[config.mk]
export PLATFORM = sky130hd
export DESIGN_NAME = sjt_tap
export DESIGN_NICKNAME = d
export VERILOG_FILES = /design/src/core/sjt_pkg.sv /design/src/core/sjt_sync.sv /design/src/core/sjt_tap.sv
export VERILOG_INCLUDE_DIRS = /design/src /design/src/core
export SDC_FILE = /design/constraint.sdc
export NUM_CORES = 1
export LEC_CHECK = 0
export BUFFER_PORTS_ARGS = -buffer_cell sky130_fd_sc_hd__buf_2
export CORE_MARGIN = 4
export CORE_UTILIZATION = 50
export CTS_CLUSTER_DIAMETER = 150
export DETAILED_ROUTE_END_ITERATION = 10
export GPL_ROUTABILITY_DRIVEN = 0
export PLACE_DENSITY = 0.72
export SLEW_MARGIN = 10
export SYNTH_ARGS = -nofsm -noshare
export SYNTH_HDL_FRONTEND = slang
export SYNTH_SLANG_ARGS = --single-unit
[constraint.sdc]
create_clock -name clk_i -period 2 [get_ports clk_i]
set_input_delay 0.6 -clock clk_i [delete_from_list [all_inputs] [get_ports clk_i]]
set_output_delay 0.6 -clock clk_i [all_outputs]
set_load 0.1 [all_outputs]
[src/core/sjt_cfg.svh]
// Constants of the boundary-scan test access port
`ifndef SJT_CFG_SVH
`define SJT_CFG_SVH

`define SJT_IR_LEN 3
`define SJT_ID_LEN 32
`define SJT_BSR_LEN 107
// Order 48 counts from one at the TDO end, so it is index 47
`define SJT_BSR_INT_IDX 47

`define SJT_IR_EXTEST 3'h0
`define SJT_IR_IDCODE 3'h1
`define SJT_IR_SAMPLEZ 3'h2
`define SJT_IR_SAMPLE 3'h4
`define SJT_IR_BYPASS 3'h7
`define SJT_IR_CAPT 3'h1

`define SJT_ID_REV_MSB 31
`define SJT_ID_REV_LSB 29
`define SJT_ID_CFG_MSB 28
`define SJT_ID_CFG_LSB 12
`define SJT_ID_MFR_MSB 11
`define SJT_ID_MFR_LSB 1
`define SJT_ID_START 1'h1

`define SJT_SYNC_STAGES 2

`endif

[src/core/sjt_pkg.sv]
// Types of the boundary-scan test access port
package sjt_pkg;

  typedef enum logic [3:0] {
    TLR, RTI, SEL_DR, CAP_DR, SH_DR, EX1_DR, PAU_DR, EX2_DR, UPD_DR,
    SEL_IR, CAP_IR, SH_IR, EX1_IR, PAU_IR, EX2_IR, UPD_IR
  } sjt_state_t;

  typedef enum logic [1:0] {
    SEL_BYP, SEL_ID, SEL_BSR
  } sjt_dsel_t;

endpackage

[src/core/sjt_sync.sv]
// Two-stage synchroniser for signals entering the system clock domain
`timescale 1ns/1ps
module sjt_sync #(
  parameter int W = 1,
  parameter logic [W-1:0] RST = '0
) (
  input wire logic clk_i, // System clock
  input wire logic nrst_i, // Synchronous reset, active low
  input wire logic [W-1:0] d_i, // Asynchronous input
  output logic [W-1:0] q_o // Synchronised output
);
  if (W < 1) begin : g_chk
    $error("sjt_sync: width must be at least one");
  end

  logic [W-1:0] meta_q;
  logic [W-1:0] meta_d;
  logic [W-1:0] sync_q;
  logic [W-1:0] sync_d;

  always_comb begin
    meta_d = d_i;
    sync_d = meta_q;
  end

  // First stage is read only by the second
  always_ff @(posedge clk_i) begin
    if (!nrst_i) begin
      meta_q <= RST;
      sync_q <= RST;
    end else begin
      meta_q <= meta_d;
      sync_q <= sync_d;
    end
  end

  assign q_o = sync_q;
endmodule

[src/core/sjt_tap.sv]
// Boundary-scan test access port of the memory device
`timescale 1ns/1ps
`include "sjt_cfg.svh"
module sjt_tap #(
  parameter int BSR_LEN = `SJT_BSR_LEN,
  parameter int BSR_INT_IDX = `SJT_BSR_INT_IDX,
  parameter logic [BSR_LEN-1:0] NC_MASK = '0,
  parameter logic [2:0] ID_REV = 3'h0,
  parameter logic [2:0] ID_DENS = 3'h1,
  parameter logic [1:0] ID_WIDTH = 2'h3,
  parameter logic ID_DLL = 1'h1,
  parameter logic ID_QUAD = 1'h0,
  parameter logic ID_BURST4 = 1'h0,
  parameter logic ID_SEPIO = 1'h0,
  // Arbitrary neutral maker code
  parameter logic [10:0] ID_MFR = 11'h2A5
) (
  input wire logic clk_i, // System clock, 10 MHz
  input wire logic nrst_i, // Synchronous reset, active low
  input wire logic tck_i, // Test clock pin
  input wire logic tms_i, // Test mode select pin, pulled high at the pad
  input wire logic tdi_i, // Test data in pin, pulled high at the pad
  input wire logic [BSR_LEN-1:0] pad_i, // Levels seen at the pads
  output logic tdo_o, // Test data out
  output logic tdo_oe_o, // Test data out enable, high while driven
  output logic [BSR_LEN-1:0] bsr_upd_o, // Boundary update latch values
  output logic extest_o, // Pads take boundary update values
  output logic dq_hiz_o // Data pin drivers forced off
);
  localparam int IRL = `SJT_IR_LEN;
  localparam int IDL = `SJT_ID_LEN;

  if (BSR_INT_IDX >= BSR_LEN || BSR_LEN < 2) begin : g_chk
    $error("sjt_tap: boundary chain length does not fit the internal cell");
  end

  // ************************************************************
  // Input sampling
  // ************************************************************
  logic [2:0] pin_s;
  logic [BSR_LEN-1:0] pad_s;

  // Reset TMS and TDI stages to one so an idle pin reads as logic one, TCK stage to zero
  sjt_sync #(.W(3), .RST(3'h6)) u_pin_sync (
    .clk_i(clk_i),
    .nrst_i(nrst_i),
    .d_i({tms_i, tdi_i, tck_i}),
    .q_o(pin_s)
  );

  sjt_sync #(.W(BSR_LEN), .RST('0)) u_pad_sync (
    .clk_i(clk_i),
    .nrst_i(nrst_i),
    .d_i(pad_i),
    .q_o(pad_s)
  );

  logic tms_s;
  logic tdi_s;
  logic tck_s;
  logic tck_prev_q;
  logic tck_prev_d;
  logic tck_rise;
  logic tck_fall;

  always_comb begin
    tms_s = pin_s[2];
    tdi_s = pin_s[1];
    tck_s = pin_s[0];
    tck_prev_d = tck_s;
    tck_rise = tck_s & ~tck_prev_q;
    tck_fall = ~tck_s & tck_prev_q;
  end

  // ************************************************************
  // Controller and instruction register
  // ************************************************************
  sjt_pkg::sjt_state_t st_q;
  sjt_pkg::sjt_state_t st_d;
  logic [IRL-1:0] ir_sh_q;
  logic [IRL-1:0] ir_sh_d;
  logic [IRL-1:0] ir_q;
  logic [IRL-1:0] ir_d;

  always_comb begin
    st_d = st_q;
    ir_sh_d = ir_sh_q;
    ir_d = ir_q;
    if (tck_rise) begin
      case (st_q)
        sjt_pkg::TLR: st_d = tms_s ? sjt_pkg::TLR : sjt_pkg::RTI;
        sjt_pkg::RTI: st_d = tms_s ? sjt_pkg::SEL_DR : sjt_pkg::RTI;
        sjt_pkg::SEL_DR: st_d = tms_s ? sjt_pkg::SEL_IR : sjt_pkg::CAP_DR;
        sjt_pkg::CAP_DR: st_d = tms_s ? sjt_pkg::EX1_DR : sjt_pkg::SH_DR;
        sjt_pkg::SH_DR: st_d = tms_s ? sjt_pkg::EX1_DR : sjt_pkg::SH_DR;
        sjt_pkg::EX1_DR: st_d = tms_s ? sjt_pkg::UPD_DR : sjt_pkg::PAU_DR;
        sjt_pkg::PAU_DR: st_d = tms_s ? sjt_pkg::EX2_DR : sjt_pkg::PAU_DR;
        sjt_pkg::EX2_DR: st_d = tms_s ? sjt_pkg::UPD_DR : sjt_pkg::SH_DR;
        sjt_pkg::UPD_DR: st_d = tms_s ? sjt_pkg::SEL_DR : sjt_pkg::RTI;
        sjt_pkg::SEL_IR: st_d = tms_s ? sjt_pkg::TLR : sjt_pkg::CAP_IR;
        sjt_pkg::CAP_IR: st_d = tms_s ? sjt_pkg::EX1_IR : sjt_pkg::SH_IR;
        sjt_pkg::SH_IR: st_d = tms_s ? sjt_pkg::EX1_IR : sjt_pkg::SH_IR;
        sjt_pkg::EX1_IR: st_d = tms_s ? sjt_pkg::UPD_IR : sjt_pkg::PAU_IR;
        sjt_pkg::PAU_IR: st_d = tms_s ? sjt_pkg::EX2_IR : sjt_pkg::PAU_IR;
        sjt_pkg::EX2_IR: st_d = tms_s ? sjt_pkg::UPD_IR : sjt_pkg::SH_IR;
        sjt_pkg::UPD_IR: st_d = tms_s ? sjt_pkg::SEL_DR : sjt_pkg::RTI;
        default: st_d = sjt_pkg::TLR;
      endcase
      case (st_q)
        sjt_pkg::TLR: ir_d = `SJT_IR_IDCODE;
        sjt_pkg::CAP_IR: ir_sh_d = `SJT_IR_CAPT;
        sjt_pkg::SH_IR: ir_sh_d = {tdi_s, ir_sh_q[IRL-1:1]};
        sjt_pkg::UPD_IR: ir_d = ir_sh_q;
        default: ir_sh_d = ir_sh_q;
      endcase
      // Entering reset restores the identification instruction at once
      if (st_d == sjt_pkg::TLR) begin
        ir_d = `SJT_IR_IDCODE;
      end
    end
  end

  always_ff @(posedge clk_i) begin
    if (!nrst_i) begin
      st_q <= sjt_pkg::TLR;
      ir_sh_q <= `SJT_IR_CAPT;
      ir_q <= `SJT_IR_IDCODE;
      tck_prev_q <= 1'h0;
    end else begin
      st_q <= st_d;
      ir_sh_q <= ir_sh_d;
      ir_q <= ir_d;
      tck_prev_q <= tck_prev_d;
    end
  end

  // ************************************************************
  // Instruction decode
  // ************************************************************
  sjt_pkg::sjt_dsel_t dsel;
  logic is_ext;
  logic is_hiz;

  // Reserved codes fall back to bypass as a safe path
  always_comb begin
    is_ext = (ir_q == `SJT_IR_EXTEST);
    is_hiz = is_ext || (ir_q == `SJT_IR_SAMPLEZ);
    case (ir_q)
      `SJT_IR_EXTEST: dsel = sjt_pkg::SEL_BSR;
      `SJT_IR_SAMPLEZ: dsel = sjt_pkg::SEL_BSR;
      `SJT_IR_SAMPLE: dsel = sjt_pkg::SEL_BSR;
      `SJT_IR_IDCODE: dsel = sjt_pkg::SEL_ID;
      default: dsel = sjt_pkg::SEL_BYP;
    endcase
  end

  // ************************************************************
  // Data registers and outputs
  // ************************************************************
  logic [IDL-1:0] id_word;
  logic [BSR_LEN-1:0] cap_val;

  always_comb begin
    id_word = '0;
    id_word[`SJT_ID_REV_MSB:`SJT_ID_REV_LSB] = ID_REV;
    id_word[`SJT_ID_CFG_MSB:`SJT_ID_CFG_LSB] = {2'h0, ID_DENS, 1'h0, ID_WIDTH,
      1'h0, ID_DLL, 1'h0, ID_QUAD, 1'h0, ID_BURST4, 1'h0, ID_SEPIO, 1'h0};
    id_word[`SJT_ID_MFR_MSB:`SJT_ID_MFR_LSB] = ID_MFR;
    id_word[0] = `SJT_ID_START;
    // Internal and unconnected cells capture zero as their don't-care value
    cap_val = pad_s & ~NC_MASK;
    cap_val[BSR_INT_IDX] = 1'h0;
  end

  logic byp_q;
  logic byp_d;
  logic [IDL-1:0] id_q;
  logic [IDL-1:0] id_d;
  logic [BSR_LEN-1:0] bsr_q;
  logic [BSR_LEN-1:0] bsr_d;
  logic [BSR_LEN-1:0] upd_q;
  logic [BSR_LEN-1:0] upd_d;
  logic tdo_q;
  logic tdo_d;
  logic oe_q;
  logic oe_d;
  logic ext_q;
  logic ext_d;
  logic hiz_q;
  logic hiz_d;
  logic dr_lsb;

  always_comb begin
    byp_d = byp_q;
    id_d = id_q;
    bsr_d = bsr_q;
    upd_d = upd_q;
    tdo_d = tdo_q;
    oe_d = oe_q;
    ext_d = is_ext;
    hiz_d = is_hiz;
    case (dsel)
      sjt_pkg::SEL_ID: dr_lsb = id_q[0];
      sjt_pkg::SEL_BSR: dr_lsb = bsr_q[0];
      default: dr_lsb = byp_q;
    endcase
    if (tck_rise) begin
      if (st_q == sjt_pkg::UPD_IR && ir_sh_q == `SJT_IR_BYPASS) begin
        byp_d = 1'h0;
      end
      case (st_q)
        sjt_pkg::CAP_DR: begin
          case (dsel)
            sjt_pkg::SEL_ID: id_d = id_word;
            sjt_pkg::SEL_BSR: bsr_d = cap_val;
            default: byp_d = 1'h0;
          endcase
        end
        sjt_pkg::SH_DR: begin
          case (dsel)
            sjt_pkg::SEL_ID: id_d = {tdi_s, id_q[IDL-1:1]};
            sjt_pkg::SEL_BSR: bsr_d = {tdi_s, bsr_q[BSR_LEN-1:1]};
            default: byp_d = tdi_s;
          endcase
        end
        sjt_pkg::UPD_DR: begin
          if (dsel == sjt_pkg::SEL_BSR) begin
            upd_d = bsr_q;
          end
        end
        default: begin
        end
      endcase
    end
    if (tck_fall) begin
      if (st_q == sjt_pkg::SH_IR) begin
        tdo_d = ir_sh_q[0];
        oe_d = 1'h1;
      end else if (st_q == sjt_pkg::SH_DR) begin
        tdo_d = dr_lsb;
        oe_d = 1'h1;
      end else begin
        oe_d = 1'h0;
      end
    end
  end

  always_ff @(posedge clk_i) begin
    if (!nrst_i) begin
      byp_q <= 1'h0;
      id_q <= '0;
      bsr_q <= '0;
      upd_q <= '0;
      tdo_q <= 1'h0;
      oe_q <= 1'h0;
      ext_q <= 1'h0;
      hiz_q <= 1'h0;
    end else begin
      byp_q <= byp_d;
      id_q <= id_d;
      bsr_q <= bsr_d;
      upd_q <= upd_d;
      tdo_q <= tdo_d;
      oe_q <= oe_d;
      ext_q <= ext_d;
      hiz_q <= hiz_d;
    end
  end

  // Pads see only the update latch, never stored memory data
  assign tdo_o = tdo_q;
  assign tdo_oe_o = oe_q;
  assign bsr_upd_o = upd_q;
  assign extest_o = ext_q;
  assign dq_hiz_o = hiz_q;
endmodule

* Word-level counts from Yosys, hierarchy flattened
Index checks and enable logic that the tools add are counted.
** Operators by class
- Muxes and demuxes :: 33
- Reductions and logical operators :: 20
- Equality and inequality tests :: 25
- Bitwise logic cells :: 4
** Operators with widths (count)
- two-way mux 107 bit :: 2
- case mux 107 bit (2 select lines) :: 1
- two-way mux 32 bit :: 2
- case mux 32 bit (2 select lines) :: 1
- case mux 4 bit (12 select lines) :: 1
- == test 4 bit (second input constant) :: 8
- two-way mux 4 bit :: 5
- == test 4 x 3 -> 1 bit (second input constant) :: 4
- case mux 3 bit (2 select lines) :: 2
- two-way mux 1 bit :: 10
- two-way mux 3 bit :: 3
- == test 4 x 2 -> 1 bit (second input constant) :: 2
- logical NOT 4 bit :: 2
- AND reduction 4 bit :: 2
- == test 3 bit (second input constant) :: 2
- two-way mux 2 bit :: 3
- AND reduction 2 bit :: 3
- nonzero test 2 bit :: 3
- OR reduction 2 bit :: 3
- OR reduction 3 bit :: 2
- == test 4 x 1 -> 1 bit (second input constant) :: 1
- != test 2 x 1 -> 1 bit (second input constant) :: 2
- != test 2 bit (second input constant) :: 2
- case mux 1 bit (2 select lines) :: 2
- 12 further kinds :: 14
** Word-level totals
- Input port bits :: 112
- Word-level logic and storage cells :: 98
- Bits in registers :: 482

* Depth between registers and ports, before layout
- Word-level depth :: 7
- Gate-level depth with buffers :: 9
- Depth with buffers taken out :: 8

* Modules after synthesis
Synthesis repeated with hierarchy kept, for this count alone.
** Second synthesis, totals
- Cells, all modules :: 1744
- Area total of the unflattened synthesis :: 16223.1 um^2
** By module, submodules not included
- sjt_tap :: instances 1, area an instance 10253.6 um^2, cells each 1281
- sjt_sync (u_pad_sync) :: instances 1, area an instance 5811.8 um^2, cells each 451
- sjt_sync (u_pin_sync) :: instances 1, area an instance 157.7 um^2, cells each 12

* Worst setup path after synthesis
Ideal clock, no wire load.
- Kind :: register -> register
- Start :: register st_q[0]
- End :: register bsr_q[63]
- Arrival :: 1.589 ns
- Data required time :: 1.867 ns
- Stages on the path, launching flop included :: 8
- Period minus slack after synthesis :: 1.723 ns
- Setup slack :: 0.277 ns
- Buffers on the path :: 4
- Cell sequence :: dfxtp_1 -> buf_2 -> or4b_1 -> buf_2 -> buf_2 -> clkbuf_1 -> nand2_1 -> a311oi_1
** Between the ends
- Longest elaborated chain between the ends :: 3
** RTL lines
- from (decl) :: line sjt_tap.sv:78 : sjt_pkg::sjt_state_t st_q;
- from (signal assigned) :: line sjt_tap.sv:125 : st_q <= sjt_pkg::TLR;
- from (signal assigned) :: line sjt_tap.sv:130 : st_q <= st_d;
- == test 4 x 2 -> 1 bit or == test 4 x 3 -> 1 bit (tied branches) :: line sjt_tap.sv:211 : case (st_q)
- != test 2 bit (no source line) or nonzero test 2 bit (tied branches)
- AND reduction 4 bit (no source line)
- to (signal assigned) :: line sjt_tap.sv:261 : bsr_q <= bsr_d;
- to (decl) :: line sjt_tap.sv:179 : logic [BSR_LEN-1:0] bsr_q;
Parallel ways exist; a longest one is shown, timed or not.
A chain may end at the register's enable or synchronous reset.

* Final worst setup path
- Start :: register upd_q[65], in the netlist bsr_upd_o[65]
- End :: output bsr_upd_o[65]
** RTL lines
- from (decl) :: line sjt_tap.sv:181 : logic [BSR_LEN-1:0] upd_q;
- from (signal assigned) :: line sjt_tap.sv:262 : upd_q <= upd_d;
- to (decl) :: line sjt_tap.sv:26 : output logic [BSR_LEN-1:0] bsr_upd_o,
No word-level cell between the ends.

==> flow_summary.json <==
{
  "ant_nets": 0,
  "grt_use_total_pct": 18.5,
  "hold-path-cell-count": 2,
  "clkSinkCount": 480,
  "initial_core_util_pct": 50.8,
  "dp.cells": 2255,
  "pwr-share-clk_pct": 44.7,
  "r2r-start": "st_q[0]$_SDFFE_PN0P_",
  "synth.lib_cells_used.distinct": 46,
  "final_util_pct": 60.1,
  "ys_top_cells_by_count": "dfxtp_1, nand2_1, and2_1, nor2_1, a21oi_1",
  "synth_seq_cells": 480,
  "cp_max_fo": 2,
  "period_needed_ns": 1.96,
  "crit_chain": "buf_2",
  "multi_input_area_um2": 5840,
  "clk_path_buf_depth": 3,
  "peakVddDrop_mv": 0.661,
  "crit_buf_inv": 1,
  "cp-start-kind": "flip-flop",
  "status": "completed",
  "syn_to_final_growth_pct": 18.3,
  "rsz0062_at_grt": "true",
  "seq_area_frac_synth_pct": 59.8,
  "hold_ws_ns": 0.261,
  "yosysMostFrequentCell": "dfxtp_1",
  "antenna_found_initial": 2,
  "hold_class": "primary input to flip-flop",
  "max_cap_violations": 0,
  "core_um2": 31600,
  "drc": 0,
  "fmax_mhz": 510,
  "wirelength_um": 34300,
  "cp.arrival_ns": 1.36,
  "vias": 12000,
  "path_delay_family": "buffers and inverters",
  "grt_first_pass_wirelength_um": 55600,
  "max-slew-margin-rel_pct": 65.3,
  "register_area_um2": 9610,
  "design_area_um2": 19000,
  "min_to": "u_pin_sync.meta_q[1]$_SDFF_PN1_",
  "netlist_area_um2": 16100,
  "worstRegToRegCells": 5,
  "hold_viol": 0,
  "clk_pin_slew_worst_paths_ns": 0.06,
  "slew_viol_final": 0,
  "p_leak_nw": 7.25,
  "ctsHtreeMaxLevel": 2,
  "slowest_delay_ns": 0.45,
  "synth_edf_count": 0,
  "fin_crit_sh_pct": 98.0,
  "die_h_um": 187,
  "hold_buffers": 0,
  "synth-async-reset-ratio_pct": 0,
  "tightest_slew_ns": 0.525,
  "p_switching_mw": 3.80,
  "p_per_area_nw_per_um2": 981,
  "yosys.area.top_type_share_pct": 59.8,
  "p_int_mw": 14.9,
  "rows": 65,
  "power_frac_comb_pct": 2.6,
  "swShare_pct": 20.4,
  "yosys_warnings": 0,
  "via_per_inst": 5.10,
  "synth_flop_cell": "dfxtp_1",
  "grt-ovfl-total": 0,
  "cts_tree": "done",
  "setup_viol": 0,
  "timing.rr.end": "bsr_q[38]$_SDFFE_PN0P_",
  "cp-end-kind": "output port",
  "drt_iter0_drc": 620,
  "power.share.sequential_pct": 52.7,
  "highest_layer": "met4",
  "fin_cells": 2346,
  "synth_area_leader_cell": "dfxtp_1",
  "wl_per_cell_um": 14.6,
  "dp_hpwl_um": 21200,
  "netlist_instances": 1741,
  "power.total_mw": 18.7,
  "drive_gt1_share_pct": 17.6,
  "fillers": 2748,
  "cts-buffers-inserted": 48,
  "port_buffers": 221,
  "met2WireLength_um": 15800,
  "final_nets": 2020,
  "place_area_um2": 17500,
  "met1_length_um": 15800,
  "crit_type": "flip-flop to output port",
  "synth_fp_nets": 1855,
  "crit_slowest_cell": "buf_2",
  "ioPinCount": 223,
  "die_area_um2": 35100,
  "fin_skew_ns": 0.00771,
  "grt_max_degree": 138,
  "drtPass1Iterations": 5,
  "hp-start": "tdi_i",
  "wl_met3_um": 1830,
  "required_ns": 1.40,
  "syn_avg_cell_area_um2": 9.23,
  "synth_area_leaders": "dfxtp_1, nand2_1, and2_1",
  "cts_root_buffer": "clkbuf_16",
  "grt_pass1_vias": 11200,
  "clk_latency_ns": 0.53,
  "regToRegSetupSlack_ns": 0.13,
  "fp.dieW_um": 187
}
[power by group through the flow]
stage | combinational [mW] | sequential (mW) | clock [mW]
final | 0.491 | 9.82 | 8.34
after global routing | 0.552 | 9.83 | 8.94
after detailed placement | 0.495 | 10.0 | 0
after floorplan | 0.304 | 10.0 | 0
after global placement | 0.487 | 10.0 | 0
after CTS | 0.498 | 9.82 | 8.53
[flip-flops by register name, indices dropped and copies added (netlist names), 3 cells and up]
signal             count
u_pin_sync.meta_q      3
ir_sh_q                3
st_q                   4
u_pad_sync.meta_q    106
id_q                  32
u_pad_sync.q_o       106
ir_q                   3
u_pin_sync.q_o         3
bsr_upd_o            107
bsr_q                107
[final cells by class]
type | instances | share of cell area (%)
Clock buffer | 71 | 7.20
Multi-Input combinational cell | 1116 | 30.7
Tap cell | 402 | 2.64
Timing Repair Buffer | 254 | 8.18
Antenna cell | 2 | 0.0263
Clock inverter | 15 | 0.566
Sequential cell | 480 | 50.5
Inverter | 6 | 0.158
[placed cells by master, fill, tap and decap left out, types with 3 or more instances in the layout]
cell | synthesis | routed
buf_6 | 8 | 5
o21ai_0 | 8 | 8
inv_1 | 5 | 5
a21oi_1 | 120 | 120
buf_12 | 0 | 12
a22oi_1 | 24 | 24
nand4_1 | 7 | 7
nand2_1 | 437 | 437
nor2_1 | 138 | 138
clkbuf_1 | 97 | 16
clkbuf_8 | 0 | 6
o211ai_1 | 4 | 4
clkinv_2 | 0 | 11
nand2b_1 | 8 | 8
and2_1 | 215 | 215
buf_4 | 0 | 15
buf_2 | 31 | 218
clkinvlp_4 | 0 | 3
a311oi_1 | 106 | 106
dfxtp_1 | 480 | 480
nor2b_1 | 4 | 4
clkbuf_16 | 0 | 50
o221a_2 | 10 | 10
[logic make-up after synthesis]
logic type / Yosys count / share of synthesized area [%]
adder cells (fa/ha/maj): 2 / 0.156
flip-flops: 480 / 59.8
multiplexers: 2 / 0.125
XOR/XNOR: 1 / 0.0545
AO/OA/AOI/OAI: 286 / 12.5
AND/OR/NAND/NOR: 825 / 23.4
buffers and inverters: 145 / 4.00
[worst max path at each step]
stage	from	end	slack [ns]	cells past startpoint
final	bsr_upd_o[65]$_SDFFE_PN0P_	bsr_upd_o[65]	0.04	1
after global routing	ir_q[2]$_SDFFE_PN0P_	bsr_upd_o[13]$_SDFFE_PN0P_	-0.006	7
after CTS	bsr_upd_o[65]$_SDFFE_PN0P_	bsr_upd_o[65]	0.02	1
after detailed placement	st_q[0]$_SDFFE_PN0P_	bsr_q[91]$_SDFFE_PN0P_	0.05	5
after global placement	st_q[0]$_SDFFE_PN0P_	id_q[21]$_SDFFE_PN0P_	0.12	4
after floorplan	st_q[0]$_SDFFE_PN0P_	bsr_q[63]$_SDFFE_PN0P_	0.28	7
[per-layer routing]
metal / GRT usage, % / vias to the layer above
met2: 30.4 / 286
met3: 3.42 / 63
met1: 25.0 / 5527
li1: - / 6085
met4: 5.89 / 0
met5: 0 / -
[metrics by stage]
step | setup WS (ns) | setup TNS [ns]
2_1_floorplan | 0.277 | 0
4_1_cts | 0.0154 | 0
6_report | 0.0407 | 0
3_3_place_gp | 0.124 | 0
3_5_place_dp | 0.0520 | 0
5_1_grt | -0.00626 | -0.0170
[repair_timing]
| action | 4_1_cts | 5_1_grt |
|---|---|---|
| buffers inserted | 0 | 2 |
| resized for setup | 0 | 9 |
| endpoints found under the setup margin | 0 | 166 |
| hold endpoints to repair | 0 | 0 |
Note: power is estimated with default switching activity, not from simulation.
